==> src/qdc_pkg.sv <==
// Purpose: Shared constants of the quad DAC serial command port.
// Assumes: 40 MHz system clock; AXI4-Lite register access.
// Notes: Offsets, action codes, frame and status field positions and the pin, code and echo reset values live here.
package qdc_pkg;
  // ********************************************************
  // Frame layout
  // ********************************************************
  localparam int FRAME_W = 16;           // Bits per command frame
  localparam int CODE_W = 12;            // DAC code width
  localparam int CODE_MSB = 15;          // Top of the 4-bit action code
  localparam int CODE_LSB = 12;          // Bottom of the 4-bit action code
  localparam int NUM_CH = 4;             // Channels A through D
  // ********************************************************
  // Action codes (channel select + control)
  // ********************************************************
  localparam logic [1:0] CTL_LOAD = 2'h1;       // Load input register only
  localparam logic [1:0] CTL_LOAD_UPD = 2'h3;   // Load input, update all
  localparam logic [3:0] CMD_NOP = 4'h0;        // No operation
  localparam logic [3:0] CMD_OUT_LOW = 4'h2;    // User output low
  localparam logic [3:0] CMD_RECALL = 4'h4;     // Inputs to DACs, wake
  localparam logic [3:0] CMD_OUT_HIGH = 4'h6;   // User output high
  localparam logic [3:0] CMD_BROADCAST = 4'h8;  // Data to all registers
  localparam logic [3:0] CMD_ECHO_FALL = 4'hA;  // Echo mode 0, update all
  localparam logic [3:0] CMD_SHUTDOWN = 4'hC;   // Shutdown if allowed
  localparam logic [3:0] CMD_ECHO_RISE = 4'hE;  // Echo mode 1, update all
  // ********************************************************
  // Register map (byte addresses)
  // ********************************************************
  localparam int ADDR_W = 8;
  localparam logic [7:0] OFS_CTRL = 8'h00;      // W: bit0 soft clear
  localparam logic [7:0] OFS_STATUS = 8'h04;    // R: live state
  localparam logic [7:0] OFS_LAST = 8'h08;      // R: last decoded frame
  localparam logic [7:0] OFS_DAC_BASE = 8'h10;  // R: DAC registers A..D
  localparam logic [7:0] OFS_IN_BASE = 8'h20;   // R: input registers A..D
  localparam logic [7:0] OFS_BANK_MASK = 8'hF0; // Selects a bank of four
  localparam int CTRL_SOFT_CLR = 0;             // Soft clear bit
  localparam int ST_SHUTDOWN = 0;               // Status: shut down
  localparam int ST_ECHO_MODE = 1;              // Status: echo mode
  localparam int ST_USER_OUT = 2;               // Status: user output
  localparam int ST_SEL_LOW = 3;                // Status: frame open
  localparam int ST_CNT_LSB = 16;               // Status: frame count
  localparam logic [1:0] RESP_OKAY = 2'h0;
  localparam logic [1:0] RESP_SLVERR = 2'h2;
  // ********************************************************
  // Reset values
  // ********************************************************
  localparam logic [4:0] PIN_RST = 5'h1C;       // Idle pin levels
  localparam logic [11:0] CODE_RST = 12'h000;   // Zero code
  localparam logic ECHO_MODE_RST = 1'b0;        // Falling-edge echo
endpackage : qdc_pkg

==> src/qdc_pin_if.sv <==
// Purpose: Carries synchronised link events from the pin stage to the core.
// Assumes: All signals are on the system clock.
// Notes: Edge flags are one-cycle pulses.
`timescale 1ns/1ps
interface qdc_pin_if;
  logic sel_low;       // Select held low (frame open)
  logic sel_rise;      // Select rose: decode now
  logic sck_rise;      // Shift clock rising edge
  logic sck_fall;      // Shift clock falling edge
  logic din;           // Serial data level
  logic clear_n;       // Clear level, active low
  logic lockout_n;     // Shutdown lockout level, active low
  logic lockout_fall;  // Lockout went high to low
  modport sync (output sel_low, sel_rise, sck_rise, sck_fall, din, clear_n, lockout_n, lockout_fall);
  modport core (input sel_low, sel_rise, sck_rise, sck_fall, din, clear_n, lockout_n, lockout_fall);
endinterface : qdc_pin_if

==> src/qdc_pin_sync.sv <==
// Purpose: Two-flop synchronisers and edge finders for the link pins.
// Assumes: Link clock well below a quarter of the system clock.
// Notes: Edge detectors look only at stage two and stage three.
`timescale 1ns/1ps
module qdc_pin_sync (
  input wire logic i_clk_sys,
  input wire logic i_rst,
  input wire logic i_shift_clk,
  input wire logic i_serial_in,
  input wire logic i_select_n,
  input wire logic i_clear_all_n,
  input wire logic i_shutdown_lockout_n,
  qdc_pin_if.sync pins
);
  // ********************************************************
  // State
  // ********************************************************
  typedef struct packed {
    logic [4:0] meta;  // First stage, read only by stage two
    logic [4:0] sync;  // Second stage, safe to use
    logic [4:0] prev;  // Delayed copy for edge finding
  } qdc_sync_t;
  qdc_sync_t st;
  qdc_sync_t next_st;
  logic [4:0] raw;     // Pin bundle

  assign raw = {i_shutdown_lockout_n, i_clear_all_n, i_select_n, i_serial_in, i_shift_clk};

  // Per-pin shift through the three stages
  generate
    for (genvar b = 0; b < 5; b++) begin : g_pin
      always_comb begin
        next_st.meta[b] = raw[b];
        next_st.sync[b] = st.meta[b];
        next_st.prev[b] = st.sync[b];
      end
    end
  endgenerate

  // Register; reset loads the idle levels so no false edge appears
  always_ff @(posedge i_clk_sys) begin
    if (i_rst) begin
      st <= {qdc_pkg::PIN_RST, qdc_pkg::PIN_RST, qdc_pkg::PIN_RST};
    end else begin
      st <= next_st;
    end
  end

  // ********************************************************
  // Events
  // ********************************************************
  assign pins.sck_rise = st.sync[0] & ~st.prev[0];
  assign pins.sck_fall = ~st.sync[0] & st.prev[0];
  assign pins.din = st.sync[1];
  assign pins.sel_low = ~st.sync[2];
  assign pins.sel_rise = st.sync[2] & ~st.prev[2];
  assign pins.clear_n = st.sync[3];
  assign pins.lockout_n = st.sync[4];
  assign pins.lockout_fall = ~st.sync[4] & st.prev[4];
endmodule : qdc_pin_sync

==> src/qdc_dac_port.sv <==
// Purpose: Serial command port and register core of a quad 12-bit DAC.
// Assumes: Link pins are asynchronous and slow against i_clk_sys.
// Notes: Analog behaviour is out of scope; DAC codes leave as words.
`timescale 1ns/1ps
module qdc_dac_port (
  input wire logic i_clk_sys,
  input wire logic i_rst,
  // Link pins
  input wire logic i_shift_clk,
  input wire logic i_serial_in,
  input wire logic i_select_n,
  input wire logic i_clear_all_n,
  input wire logic i_shutdown_lockout_n,
  output logic o_echo_out,
  output logic o_user_logic_out,
  // Converter side
  output logic [47:0] o_dac_code,
  output logic o_shutdown,
  output logic o_echo_mode,
  // AXI4-Lite slave
  input wire logic [7:0] i_awaddr,
  input wire logic i_awvalid,
  output logic o_awready,
  input wire logic [31:0] i_wdata,
  input wire logic [3:0] i_wstrb,
  input wire logic i_wvalid,
  output logic o_wready,
  output logic [1:0] o_bresp,
  output logic o_bvalid,
  input wire logic i_bready,
  input wire logic [7:0] i_araddr,
  input wire logic i_arvalid,
  output logic o_arready,
  output logic [31:0] o_rdata,
  output logic [1:0] o_rresp,
  output logic o_rvalid,
  input wire logic i_rready
);
  // ********************************************************
  // State
  // ********************************************************
  typedef struct packed {
    logic [3:0][11:0] in_reg;   // Input registers A..D
    logic [3:0][11:0] dac_reg;  // DAC registers A..D
    logic [15:0] shreg;         // Serial shift register
    logic held_msb;             // MSB before the last rise
    logic echo;                 // Echo pin level
    logic echo_mode;            // 0: fall edge, 1: rise edge
    logic shutdown;             // Converter shut down
    logic user_out;             // User logic output
    logic [15:0] last_frame;    // Last decoded frame
    logic [15:0] frame_cnt;     // Decoded frames, wraps
    logic aw_held;              // Write address taken
    logic [7:0] aw_addr;        // Held write address
    logic w_held;               // Write data taken
    logic [31:0] w_data;        // Held write data
    logic [3:0] w_strb;         // Held byte strobes
    logic bvalid;               // Write answer pending
    logic [1:0] bresp;          // Write answer code
    logic rvalid;               // Read answer pending
    logic [31:0] rdata;         // Read answer data
    logic [1:0] rresp;          // Read answer code
  } qdc_core_t;

  qdc_core_t st;       // Registered state
  qdc_core_t next_st;  // Next state
  qdc_pin_if pins();   // Synchronised link events

  // ********************************************************
  // Pin synchroniser
  // ********************************************************
  qdc_pin_sync u_sync (
    .i_clk_sys(i_clk_sys),
    .i_rst(i_rst),
    .i_shift_clk(i_shift_clk),
    .i_serial_in(i_serial_in),
    .i_select_n(i_select_n),
    .i_clear_all_n(i_clear_all_n),
    .i_shutdown_lockout_n(i_shutdown_lockout_n),
    .pins(pins)
  );

  // ********************************************************
  // Helpers
  // ********************************************************
  logic [3:0] code;        // Action code of the frame
  logic [1:0] chan;        // Channel select field
  logic [1:0] ctl;         // Control field
  logic [11:0] data;       // DAC code field
  logic wr_go;             // Address and data both held
  logic soft_clr;          // Software clear this cycle
  logic [31:0] status;     // Status word
  logic [31:0] rd_word;    // Read mux output
  logic rd_hit;            // Read address mapped

  assign code = st.shreg[qdc_pkg::CODE_MSB:qdc_pkg::CODE_LSB];
  assign chan = code[3:2];
  assign ctl = code[1:0];
  assign data = st.shreg[qdc_pkg::CODE_W-1:0];
  assign wr_go = st.aw_held & st.w_held & ~st.bvalid;
  // Soft clear fires on the cycle the write completes
  assign soft_clr = wr_go & (st.aw_addr == qdc_pkg::OFS_CTRL) & st.w_strb[0]
                    & st.w_data[qdc_pkg::CTRL_SOFT_CLR];

  // Status word assembly
  always_comb begin
    status = 32'h0000_0000;
    status[qdc_pkg::ST_SHUTDOWN] = st.shutdown;
    status[qdc_pkg::ST_ECHO_MODE] = st.echo_mode;
    status[qdc_pkg::ST_USER_OUT] = st.user_out;
    status[qdc_pkg::ST_SEL_LOW] = pins.sel_low;
    status[qdc_pkg::ST_CNT_LSB +: 16] = st.frame_cnt;
  end

  // Read decode; unmapped reads return zero with an error answer
  always_comb begin
    rd_word = 32'h0000_0000;
    rd_hit = 1'b1;
    if (i_araddr[1:0] != 2'h0) begin
      rd_hit = 1'b0;
    end else if (i_araddr == qdc_pkg::OFS_CTRL) begin
      rd_word = 32'h0000_0000;
    end else if (i_araddr == qdc_pkg::OFS_STATUS) begin
      rd_word = status;
    end else if (i_araddr == qdc_pkg::OFS_LAST) begin
      rd_word = {16'h0000, st.last_frame};
    end else if ((i_araddr & qdc_pkg::OFS_BANK_MASK) == qdc_pkg::OFS_DAC_BASE) begin
      rd_word = {20'h00000, st.dac_reg[i_araddr[3:2]]};
    end else if ((i_araddr & qdc_pkg::OFS_BANK_MASK) == qdc_pkg::OFS_IN_BASE) begin
      rd_word = {20'h00000, st.in_reg[i_araddr[3:2]]};
    end else begin
      rd_hit = 1'b0;
    end
  end

  // ********************************************************
  // Next-state logic
  // ********************************************************
  // Link first, then clear sources, then the bus. Clear comes
  // after the link so it wins over a frame decoded in the same
  // cycle, except for echo mode, last_frame and frame_cnt.
  always_comb begin
    next_st = st;

    // Shift only inside a frame; select high leaves it frozen
    if (pins.sel_low && pins.sck_rise) begin
      next_st.held_msb = st.shreg[qdc_pkg::FRAME_W-1];
      // Older bits fall off the top, so only the last 16 remain
      next_st.shreg = {st.shreg[qdc_pkg::FRAME_W-2:0], pins.din};
      // Rise mode: the bit shifted out now, 16 clocks old
      if (st.echo_mode) begin
        next_st.echo = st.shreg[qdc_pkg::FRAME_W-1];
      end
    end

    // Fall mode: half a clock later, 16.5 clocks old
    if (pins.sel_low && pins.sck_fall && !st.echo_mode) begin
      next_st.echo = st.held_msb;
    end

    // Decode happens only at the select rise; shutdown leaves
    // the port running and the inputs untouched
    if (pins.sel_rise) begin
      next_st.last_frame = st.shreg;
      next_st.frame_cnt = st.frame_cnt + 16'h0001;
      if (ctl == qdc_pkg::CTL_LOAD) begin
        // Input register only; DACs hold
        next_st.in_reg[chan] = data;
      end else if (ctl == qdc_pkg::CTL_LOAD_UPD) begin
        // Load, then all DACs take the new input set
        next_st.in_reg[chan] = data;
        for (int c = 0; c < qdc_pkg::NUM_CH; c++) begin
          next_st.dac_reg[c] = (c == int'(chan)) ? data : st.in_reg[c];
        end
        next_st.shutdown = 1'b0;
      end else begin
        case (code)
          qdc_pkg::CMD_RECALL: begin
            next_st.dac_reg = st.in_reg;
            next_st.shutdown = 1'b0;
          end
          qdc_pkg::CMD_BROADCAST: begin
            for (int c = 0; c < qdc_pkg::NUM_CH; c++) begin
              next_st.in_reg[c] = data;
              next_st.dac_reg[c] = data;
            end
            next_st.shutdown = 1'b0;
          end
          qdc_pkg::CMD_SHUTDOWN: begin
            // A low lockout level refuses the request silently
            if (pins.lockout_n) begin
              next_st.shutdown = 1'b1;
            end
          end
          qdc_pkg::CMD_OUT_LOW: begin
            next_st.user_out = 1'b0;
          end
          qdc_pkg::CMD_OUT_HIGH: begin
            next_st.user_out = 1'b1;
          end
          qdc_pkg::CMD_ECHO_RISE: begin
            next_st.echo_mode = 1'b1;
            next_st.dac_reg = st.in_reg;
            next_st.shutdown = 1'b0;
          end
          qdc_pkg::CMD_ECHO_FALL: begin
            next_st.echo_mode = 1'b0;
            next_st.dac_reg = st.in_reg;
            next_st.shutdown = 1'b0;
          end
          qdc_pkg::CMD_NOP: begin
            // Pass-through frame for a chained neighbour
            next_st.dac_reg = st.dac_reg;
          end
          default: begin
            // Undefined codes act as no operation
            next_st.dac_reg = st.dac_reg;
          end
        endcase
      end
    end

    // Lockout falling while shut down wakes with old outputs
    if (st.shutdown && pins.lockout_fall) begin
      next_st.shutdown = 1'b0;
    end

    // Clear pin or software clear: zero all codes and outputs.
    // Echo mode is kept: only reset or an echo-fall frame restores its default.
    if (!pins.clear_n || soft_clr) begin
      for (int c = 0; c < qdc_pkg::NUM_CH; c++) begin
        next_st.in_reg[c] = qdc_pkg::CODE_RST;
        next_st.dac_reg[c] = qdc_pkg::CODE_RST;
      end
      next_st.user_out = 1'b0;
      next_st.echo = 1'b0;
      next_st.held_msb = 1'b0;
      next_st.shreg = 16'h0000;
      next_st.shutdown = 1'b0;
    end

    // ---- AXI4-Lite write path ----
    // Address and data are taken independently, in any order
    if (i_awvalid && !st.aw_held && !st.bvalid) begin
      next_st.aw_held = 1'b1;
      next_st.aw_addr = i_awaddr;
    end
    if (i_wvalid && !st.w_held && !st.bvalid) begin
      next_st.w_held = 1'b1;
      next_st.w_data = i_wdata;
      next_st.w_strb = i_wstrb;
    end
    // Both held: perform the write and raise the answer
    if (wr_go) begin
      next_st.aw_held = 1'b0;
      next_st.w_held = 1'b0;
      next_st.bvalid = 1'b1;
      // Only the control word is writable; the rest refuse
      next_st.bresp = (st.aw_addr == qdc_pkg::OFS_CTRL) ? qdc_pkg::RESP_OKAY : qdc_pkg::RESP_SLVERR;
    end
    if (st.bvalid && i_bready) begin
      next_st.bvalid = 1'b0;
    end

    // ---- AXI4-Lite read path ----
    // One read in flight; data is captured at acceptance
    if (i_arvalid && !st.rvalid) begin
      next_st.rvalid = 1'b1;
      next_st.rdata = rd_word;
      next_st.rresp = rd_hit ? qdc_pkg::RESP_OKAY : qdc_pkg::RESP_SLVERR;
    end else if (st.rvalid && i_rready) begin
      next_st.rvalid = 1'b0;
    end
  end

  // ********************************************************
  // State register
  // ********************************************************
  // Reset puts every code at zero and echo in fall mode
  always_ff @(posedge i_clk_sys) begin
    if (i_rst) begin
      st <= '0;
      st.echo_mode <= qdc_pkg::ECHO_MODE_RST;
    end else begin
      st <= next_st;
    end
  end

  // ********************************************************
  // Outputs
  // ********************************************************
  // Handshake readies are combinational; data from flops
  assign o_awready = ~st.aw_held & ~st.bvalid;
  assign o_wready = ~st.w_held & ~st.bvalid;
  assign o_arready = ~st.rvalid;
  assign o_bvalid = st.bvalid;
  assign o_bresp = st.bresp;
  assign o_rvalid = st.rvalid;
  assign o_rdata = st.rdata;
  assign o_rresp = st.rresp;
  assign o_dac_code = st.dac_reg;
  assign o_shutdown = st.shutdown;
  assign o_echo_mode = st.echo_mode;
  assign o_echo_out = st.echo;
  assign o_user_logic_out = st.user_out;
endmodule : qdc_dac_port

==> config.mk <==
export PLATFORM = sky130hd
export DESIGN_NAME = qdc_dac_port
export DESIGN_NICKNAME = d
export VERILOG_FILES = /design/src/qdc_pkg.sv /design/src/qdc_pin_if.sv /design/src/qdc_pin_sync.sv /design/src/qdc_dac_port.sv
export SDC_FILE = /design/constraint.sdc
export NUM_CORES = 1
export LEC_CHECK = 0
export ABC_CLOCK_PERIOD_IN_PS = 2800
export BUFFER_PORTS_ARGS = -buffer_cell sky130_fd_sc_hd__buf_2
export CORE_AREA = 2 2 180 111
export DETAILED_ROUTE_END_ITERATION = 10
export DIE_AREA = 0 0 182 113
export GPL_ROUTABILITY_DRIVEN = 0
export PLACE_DENSITY = 0.76
export REMOVE_ABC_BUFFERS = 1
export SETUP_SLACK_MARGIN = 0.05
export SLEW_MARGIN = 0
export SYNTH_ARGS = -nofsm -noshare
export SYNTH_HDL_FRONTEND = slang
export SYNTH_SLANG_ARGS = --single-unit
==> constraint.sdc <==
create_clock -name i_clk_sys -period 2.8 [get_ports i_clk_sys]
set_clock_uncertainty 0.05 [all_clocks]
set_input_delay 0.28 -clock i_clk_sys [delete_from_list [all_inputs] [get_ports i_clk_sys]]
set_output_delay 0.28 -clock i_clk_sys [all_outputs]
set_load 0.005 [all_outputs]
# Word level (Yosys, flattened, before mapping)
# Index checks and enable logic that the tools add are counted.
# W data, S select, Z words.
# totals
mem_count	0
word_cells	154
ramBits	0
output_inout_bits	93
register_bits	214
rom_bits	0
in_bits	64
latch_bits	0
# classes
n_mux	39
n_mul	0
n_bitwise	22
n_shift	0
magnitude_cmp	3
n_eq_ne	17
reduce_logical	43
n_div	0
add_sub_neg	1
# ops
cell	count
$mux W12	9
$mux W32	3
$mux W48	2
$mux W96	1
$pmux W48 S2	1
$bmux W12 S2	2
$bwmux W48	1
$demux W12 S2	1
$add A16 B1 Y16 const B	1
$eq A4 B4 Y1 const B	4
$logic_not A8 Y1	2
$mux W16	1
$mux W1	13
$logic_and A1 B1 Y1	12
$reduce_and A4 Y1	3
$reduce_bool A2 Y1	6
$and A1 B1 Y1	11
$not A1 Y1	11
$reduce_bool A3 Y1	3
$eq A4 B2 Y1 const B	2
$eq A4 B3 Y1 const B	2
$eq A8 B3 Y1 const B	1
$eq A8 B4 Y1 const B	1
$logic_not A1 Y1	6
other kinds (17)	26

# Logic depth before layout (Yosys ltp)
# Gate-level depths: netlist of the first run.
# logic_depth
depth_word	8
depth_mapped	8
ltp_nobuf	5

# Cells and area by module
# Synthesis of the first run repeated with hierarchy kept, for this count alone.
# unflattened
cells_unflattened	1057
hier_area_um2	9868.2
# modules_own_cells
mod	instances	area_each_um2	seq_area_each_um2	cells_per_inst
qdc_dac_port	1	9482.8	3943.8	1025
qdc_pin_sync	1	385.4	260.2	32

# Worst setup path after synthesis of the first run
# OpenSTA, ideal clock, no wires.
# synth_timing
path_type	register to register
startpoint	register st[78] in the netlist's numbering
endpoint	register st, in the netlist chan[0]
path_buffers	2
stages_incl_launch_ff	6
required_time_ps	2630
setup_ps	120
slack_ps	831
arrival_ps	1800
synth_period_minus_slack_ps	1969
cell_sequence	dfxtp_1 -> or4_1 -> o41ai_4 -> buf_4 -> buf_2 -> a21oi_1
# synth_between
elab_chain_cells	6
# synth_lines
item	line	text
start: declaration	qdc_dac_port.sv:65	qdc_core_t st;
start signal: assignment	qdc_dac_port.sv:285	st <= next_st;
$logic_not A8 Y1	qdc_dac_port.sv:102	assign soft_clr = wr_go & (st.aw_addr == qdc_pkg::OFS_CTRL) & st.w_strb[0]
$and A1 B1 Y1 (2 in a row)	qdc_dac_port.sv:102	
$and A1 B1 Y1	qdc_dac_port.sv:103	& st.w_data[qdc_pkg::CTRL_SOFT_CLR];
$logic_or A1 B1 Y1	qdc_dac_port.sv:230	if (!pins.clear_n || soft_clr) begin
$reduce_or A2 Y1 (no line)	--	
# Every way passes these cells.
# A chain may end at the register's enable or synchronous reset.

# Worst setup path after layout of the first run
# layout_timing
startpoint	register st, in the netlist chan[1]
endpoint	register st, in the netlist o_dac_code[12]
# layout_between
elab_chain_cells	4
# layout_lines
item	line	text
$eq A4 B4 Y1 or $eq A4 B3 Y1 (tied branches)	qdc_dac_port.sv:177	case (code)
$reduce_or A3 Y1 (no line)	--	
$pmux W48 S2 or $reduce_bool A3 Y1 (tied branches)	--	
$mux W96 or $reduce_and A3 Y1 (tied branches)	--	
# Several ways; a longest one is shown, not always the timed one.

==> results of run 1 <==
## flip-flops by register name, summed over array words and instances, names as in the netlist, 2 cells and up
register and flops:
st 93, code 2, chan 2, u_sync.st 3, o_dac_code 48, data 12, o_rdata 32, u_sync.next_st 7
## kinds of logic after synthesis
kind of cell	Yosys count
multiplexers	66
buffers and inverters	193
adder cells (fa/ha/maj)	1
AND/OR/NAND/NOR	449
AO/OA/AOI/OAI	273
flip-flops	210
XOR/XNOR	10
other	1
## worst max-delay path: stages (launching register included)
cell	delay (ns)
dfxtp_1	0.43
or4b_1	0.66
a31oi_4	0.27
buf_4	0.40
nor2_1	0.10
a311oi_1	0.28
## cells in the final DEF (no fill, tap or decap), types with 17 or more instances in the layout
cell             n
a22oi_1         30
buf_4           43
nand2_1        235
a311oi_1        25
o21ai_0         21
mux4_2          24
dlygate4sd3_1   17
a31o_2          38
nor2_1         116
dfxtp_1        210
a21oi_1         91
mux2i_1         40
nand3_1         19
buf_2          119
a211oi_1        28
clkbuf_16       21
## path summary, 6_finish.rpt
check	from	end	slack, ns	cells past startpoint
min	i_araddr[4]	o_rresp[1]	0.15	4
min reg2reg	u_sync.next_st[9]	u_sync.pins.lockout_n	0.36	1
max reg2reg	chan[1]	o_dac_code[12]	0.50	5
max	chan[1]	o_dac_code[12]	0.50	5
## power by group
part | switching [µW] | internal [µW] | total (µW) | leakage (µW)
Sequential | 16.1 | 3010 | 3030 | 0.00170
Combinational | 173 | 98.0 | 271 | 0.00199
Clock | 1150 | 1780 | 2930 | 0.000341
## through the flow
stage                      util  power (µW)  std cells  hold WS (ns)
after floorplan               -        3210       1018         0.299
after detailed placement  0.557        3340       1428         0.345
after global routing      0.603        6400       1477         0.190
after global placement    0.557        3340       1428         0.346
after CTS                 0.603        6250       1477         0.143
final                     0.603        6230       1477         0.153
## layout make-up
type / count / area share
clock buffers: 26 / 0.0497
clock inverters: 6 / 0.0115
inverters: 7 / 0.00232
multi-input cells: 801 / 0.440
flip-flops and latches: 210 / 0.370
well taps: 246 / 0.0271
repair buffers: 181 / 0.0994
## layer usage
metal	up-vias	track usage	routed length [µm]
met4	0	0.0640	617
met3	50	0.0560	2860
met2	437	0.399	11500
met5	-	0	0
li1	4182	-	-
met1	4242	0.416	13300
## repair_timing
action,CTS,global route
setup buffers,0,0
hold buffers,17,0
hold endpoints to repair,17,0
endpoints found under the setup margin,0,0
==> results.md, run 1 <==
- Yosys warns: 0
- H-Tree Depth: 1
- Simple-gate share of the synthesized area: 0.192
- TritonCTS clock tree: done
- Crit. End Element: flip-flop
- Initial Util: 0.545
- Cts repair resizes: 0
- I/O pin total: 157
- Max_slew headroom: 0.434
- Clk sink count: 210
- Post-DRT Antenna Nets: 0
- Final WL: 28300 µm
- Hold crit path type: primary input to flip-flop
- DRT iter0 DRCs: 925
- Gate count of the mapped netlist: 1203
- Fraction of layout cells with a size suffix above 1: 0.227
- Final period util: 0.822
- Die area: 20600 µm²
- Flops & latches, synth: 210
- Initial antenna violation count: 0
- Synth-to-Final Area Change: 10.6%
- RSZ-0062 raised after global routing: no
- Cell area after synthesis: 10300 µm²
- DP Worst Slack: 0.537 ns
- Minimum clock period after layout: 2.30 ns
- Top post-synthesis cells by area: dfxtp_1, nand2_1, buf_4
- FFs w/ async S/R, synth: 0
- Antenna cells: 0
- Dpl hpwl: 18600 µm
- Detailed Routing Iterations Pass 1: 5
- Overflow after GRT: 0
- GRT Total Usage: 0.274
- Status: complete, no violations
- Peak supply drop: 0.422 mV
- First-pass GRT wire length: 45500 µm
- Seq/Total Area, Yosys: 0.410
- Via count: 8911
- EDFF count, synth: 0
- Power Density: 549 nW/µm²
- Max-cap violations: 0
- Crit path kind: flip-flop to flip-flop
- FP Rows: 39
- Final Worst Setup Slack: 0.499 ns
- Via-per-instance ratio: 6.03
- Chip Width: 182 µm
- Worst slew pin tran: 0.846 ns
- Mean Syn Cell Area: 8.53 µm²
- Hold Vio Cnt, Final: 0
- Library cells used by synthesis: 61
- Top-area cell type share of the netlist area: 0.410
- Root Driver: clkbuf_16
- Clock transition at the registers of the reported paths: 0.07 ns
- Placement-stage cell area: 10500 µm²
- Register Area: 4200 µm²
- Area leader, netlist: dfxtp_1
- Post-Synth Adder-Cell Area: 0.00122
- Design area: 11300 µm²
- Fin. max-slew vios: 0
- Worst Path Required: 3.15 ns
- DRC errors left: 0
- Clk_lat worst skew: 0.50 ns
- Port Buffer Count: 120
- Synth Area in XOR/XNOR: 0.00854
- Area of the core: 18800 µm²
- Crit path max fanout: 39
- CP Launch Type: flip-flop
- Multi-input logic area: 4990 µm²
- Compound-cell area share of the yosys netlist: 0.188
- # fillers: 1608
- CP arrival: 2.65 ns
- Vias in the first global route: 8370
- DR WL/cell: 19.1 µm
- # setup viols final: 0
- Die Height: 113 µm
- FMAX: 435 MHz
- Clk buf depth: 3
- Dominant synthesized flop cell: dfxtp_1
- Leak: 0.00403 µW
- Main combinational cell family by area after synthesis: simple AND/OR/NAND/NOR gates
- Pin count of the biggest net entering global routing: 117
- Count leader, synth: nand2_1
- Setup TNS: 0 ns
- Final nets: 1286
- Total CTS buffers: 20
- Top post-synthesis cells by count: nand2_1, dfxtp_1, nor2_1, a21oi_1, buf_4
- Mux share of post-synthesis cell area: 0.0939
Power figures use the tool's default switching activity.
==> run 2: changes to the inputs <==
--- a/config.mk
+++ b/config.mk
@@ -5,7 +5,7 @@
 export SDC_FILE = /design/constraint.sdc
 export NUM_CORES = 1
 export LEC_CHECK = 0
-export ABC_CLOCK_PERIOD_IN_PS = 2800
+export ABC_CLOCK_PERIOD_IN_PS = 2170
 export BUFFER_PORTS_ARGS = -buffer_cell sky130_fd_sc_hd__buf_2
 export CORE_AREA = 2 2 180 111
 export DETAILED_ROUTE_END_ITERATION = 10
==> constraint.sdc (replaced) <==
create_clock -name i_clk_sys -period 2.17 [get_ports i_clk_sys]
set_clock_uncertainty 0.05 [all_clocks]
set_input_delay 0.217 -clock i_clk_sys [delete_from_list [all_inputs] [get_ports i_clk_sys]]
set_output_delay 0.217 -clock i_clk_sys [all_outputs]
set_load 0.005 [all_outputs]
==> results.md, run 2 (synthesized netlist as in run 1, its figures left out) <==
- Total CTS buffers: 20 (unchanged)
- Crit path kind: flip-flop to flip-flop
- Final nets: 1309 (+1.8%)
- Max reg flops: 93 (unchanged)
- NetSw: 1730 µW (+29%)
- GRT Total Usage: 0.277 (+0.00284)
- Dpl hpwl: 19100 µm (+2.7%)
- Pwr Total: 7960 µW (+28%)
- Leak: 0.00419 µW (+4.1%)
- Overflow after GRT: 0 (unchanged)
- Sw frac: 0.218 (+0.00213)
- Top Usage Layer GRT: met1
- Hold path start: i_rst
- Placement-stage cell area: 10700 µm² (+2.3%)
- Worst Path Required: 2.50 ns (-0.65 ns)
- Crit. End Element: flip-flop
- Commonest non-fill, non-tap cell in the layout: nand2_1
- Hold Vio Cnt, Final: 0 (unchanged)
- Final WL: 29300 µm (+3.5%)
- DP Worst Slack: 0.0492 ns (-0.488 ns)
- Chip Width: 182 µm (unchanged)
- DRC errors left: 0 (unchanged)
- Final period util: 0.941 (+0.119)
- Reg2reg end: o_dac_code[19]
- Port Buffer Count: 120 (unchanged)
- Crit path max fanout: 17 (-56%)
- Design area: 11700 µm² (+2.8%)
- # setup viols final: 0 (unchanged)
- CP Launch Type: flip-flop
- H-Tree Depth: 1 (unchanged)
- Detailed Routing Iterations Pass 1: 6 (+1)
- Peak supply drop: 0.396 mV (-6.1%)
- Antenna cells: 0 (unchanged)
- First-pass GRT wire length: 45400 µm (about the same)
- Commonest non-fill, non-tap cells in the layout: nand2_1, dfxtp_1, buf_2, nor2_1, a21oi_1
- Vias in the first global route: 8239 (-1.6%)
- Sequential Power Share: 0.491 (+0.005)
- FMAX: 490 MHz (+13%)
- Internal power: 6230 µW (+27%)
- Clk buf depth: 3 (unchanged)
- Die Height: 113 µm (unchanged)
- Hold Path Sink: o_rresp[1]
- M3 GR Usage: 0.0534 (-0.00257)
- Root Driver: clkbuf_16
- Fin. max-slew vios: 0 (unchanged)
- DRT iter0 DRCs: 1047 (+13%)
- Max_slew headroom: 0.436 (+0.00220)
- Most flops, register: st
- Clock transition at the registers of the reported paths: 0.07 ns (about the same)
- Area of the core: 18800 µm² (unchanged)
- Initial antenna violation count: 0 (unchanged)
- DR WL/cell: 19.5 µm (+1.7%)
- FF-to-FF path depth: 6 (+1)
- Max-cap violations: 0 (unchanged)
- FP Rows: 39 (unchanged)
- I/O pin total: 157 (unchanged)
- Pin count of the biggest net entering global routing: 57 (-51%)
- Hold crit path type: primary input to flip-flop
- Reg-to-Reg Start: chan[1]
- Status: complete, no violations
- Hold Path Depth: 2 (-2)
- Combinational cell fraction of total power: 0.049 (+0.006)
- RSZ-0062 raised after global routing: yes
- GR Util met2: 0.398 (-0.000509)
- CP arrival: 2.37 ns (-0.28 ns)
- Clk sink count: 210 (unchanged)
- Fraction of layout cells with a size suffix above 1: 0.246 (+0.0192)
- Via-per-instance ratio: 6.10 (+1.1%)
- GRT met1 Usage: 0.419 (+0.00350)
- Minimum clock period after layout: 2.04 ns (-0.260 ns)
- Hold WS: 0.0279 ns (-0.125 ns)
- Power Density: 682 nW/µm² (+24%)
- Final Worst Setup Slack: 0.129 ns (-0.370 ns)
- Worst slew pin tran: 0.843 ns (-0.00329 ns)
- Die area: 20600 µm² (unchanged)
- Initial Util: 0.545 (unchanged)
- Final core utilization: 0.619 (+0.0168)
- TritonCTS clock tree: done
- Clk_lat worst skew: 0.50 ns (about the same)
- Synth-to-Final Area Change: 13.7%
- Via count: 9164 (+2.8%)
- Flop2flop setup slack: 0.13 ns (-0.37 ns)
- Post-DRT Antenna Nets: 0 (unchanged)
- Clock share of power: 0.460 (-0.011)
-- run 2: changes by cell type in the layout (fill, tap and decap cells not counted), sizes merged --
cell / change
buf: +21
clkbuf: +9
bufinv: -3
clkinv: -1
-- run 2: timing repair --
item / 4_1_cts / 5_1_grt
gates cloned: 0 / 2
resized for setup: 0 / 4
hold endpoints to repair: 17 / 0
pin swaps: 1 / 1
setup endpoints to repair: 1 / 52
hold buffers: 17 / 0
setup buffers: 0 / 2
-- run 2: through the flow --
stage | TNS, ns | std cells
final | 0 | 1503
after global routing | 0 | 1503
after CTS | 0 | 1499
after detailed placement | 0 | 1447
after global placement | 0 | 1447
after floorplan | -222.22 | 1018
-- run 2: power by group through the flow --
stage	sequential (µW)	combinational (µW)	clock, µW
global route	3910	419	3870
global placement	3990	354	0
detailed placement	3990	359	0
finish	3900	390	3660
CTS	3900	383	3690
floorplan	3990	152	0
-- run 2: final cells by class --
| type | count | area (µm²) |
|---|---|---|
| repair buffers | 204 | 1440 |
| inverters | 7 | 26.3 |
| multi-input cells | 801 | 5000 |
| flip-flops and latches | 210 | 4200 |
| clock inverters | 2 | 35.0 |
| well taps | 246 | 308 |
| fillers | 1600 | 7170 |
| clock buffers | 33 | 661 |
-- run 2: worst max-delay path by stage --
stage / depth (start not counted) / startpoint / slack, ns / to
3_5_place_dp: 5 / code[0] / 0.05 / o_dac_code[23]
3_3_place_gp: 5 / code[0] / 0.16 / o_dac_code[4]
6_report: 6 / chan[1] / 0.13 / o_dac_code[19]
5_1_grt: 6 / chan[1] / 0.02 / o_dac_code[23]
4_1_cts: 5 / code[0] / 0.06 / o_dac_code[23]
2_1_floorplan: 3 / st[78] / -1.97 / o_user_logic_out
-- run 2: routing by layer --
metal / vias to the layer above / share of wire
met5: - / 0
met4: 0 / 0.026
met3: 55 / 0.10
met2: 490 / 0.41
met1: 4385 / 0.46
li1: 4234 / -
-- run 2: critical path, stage by stage, from the launching register on --
cell	delay [ns]
dfxtp_1	0.36
buf_4	0.17
or3b_2	0.48
a31oi_4	0.33
buf_12	0.20
nor2_1	0.05
a311oi_1	0.28
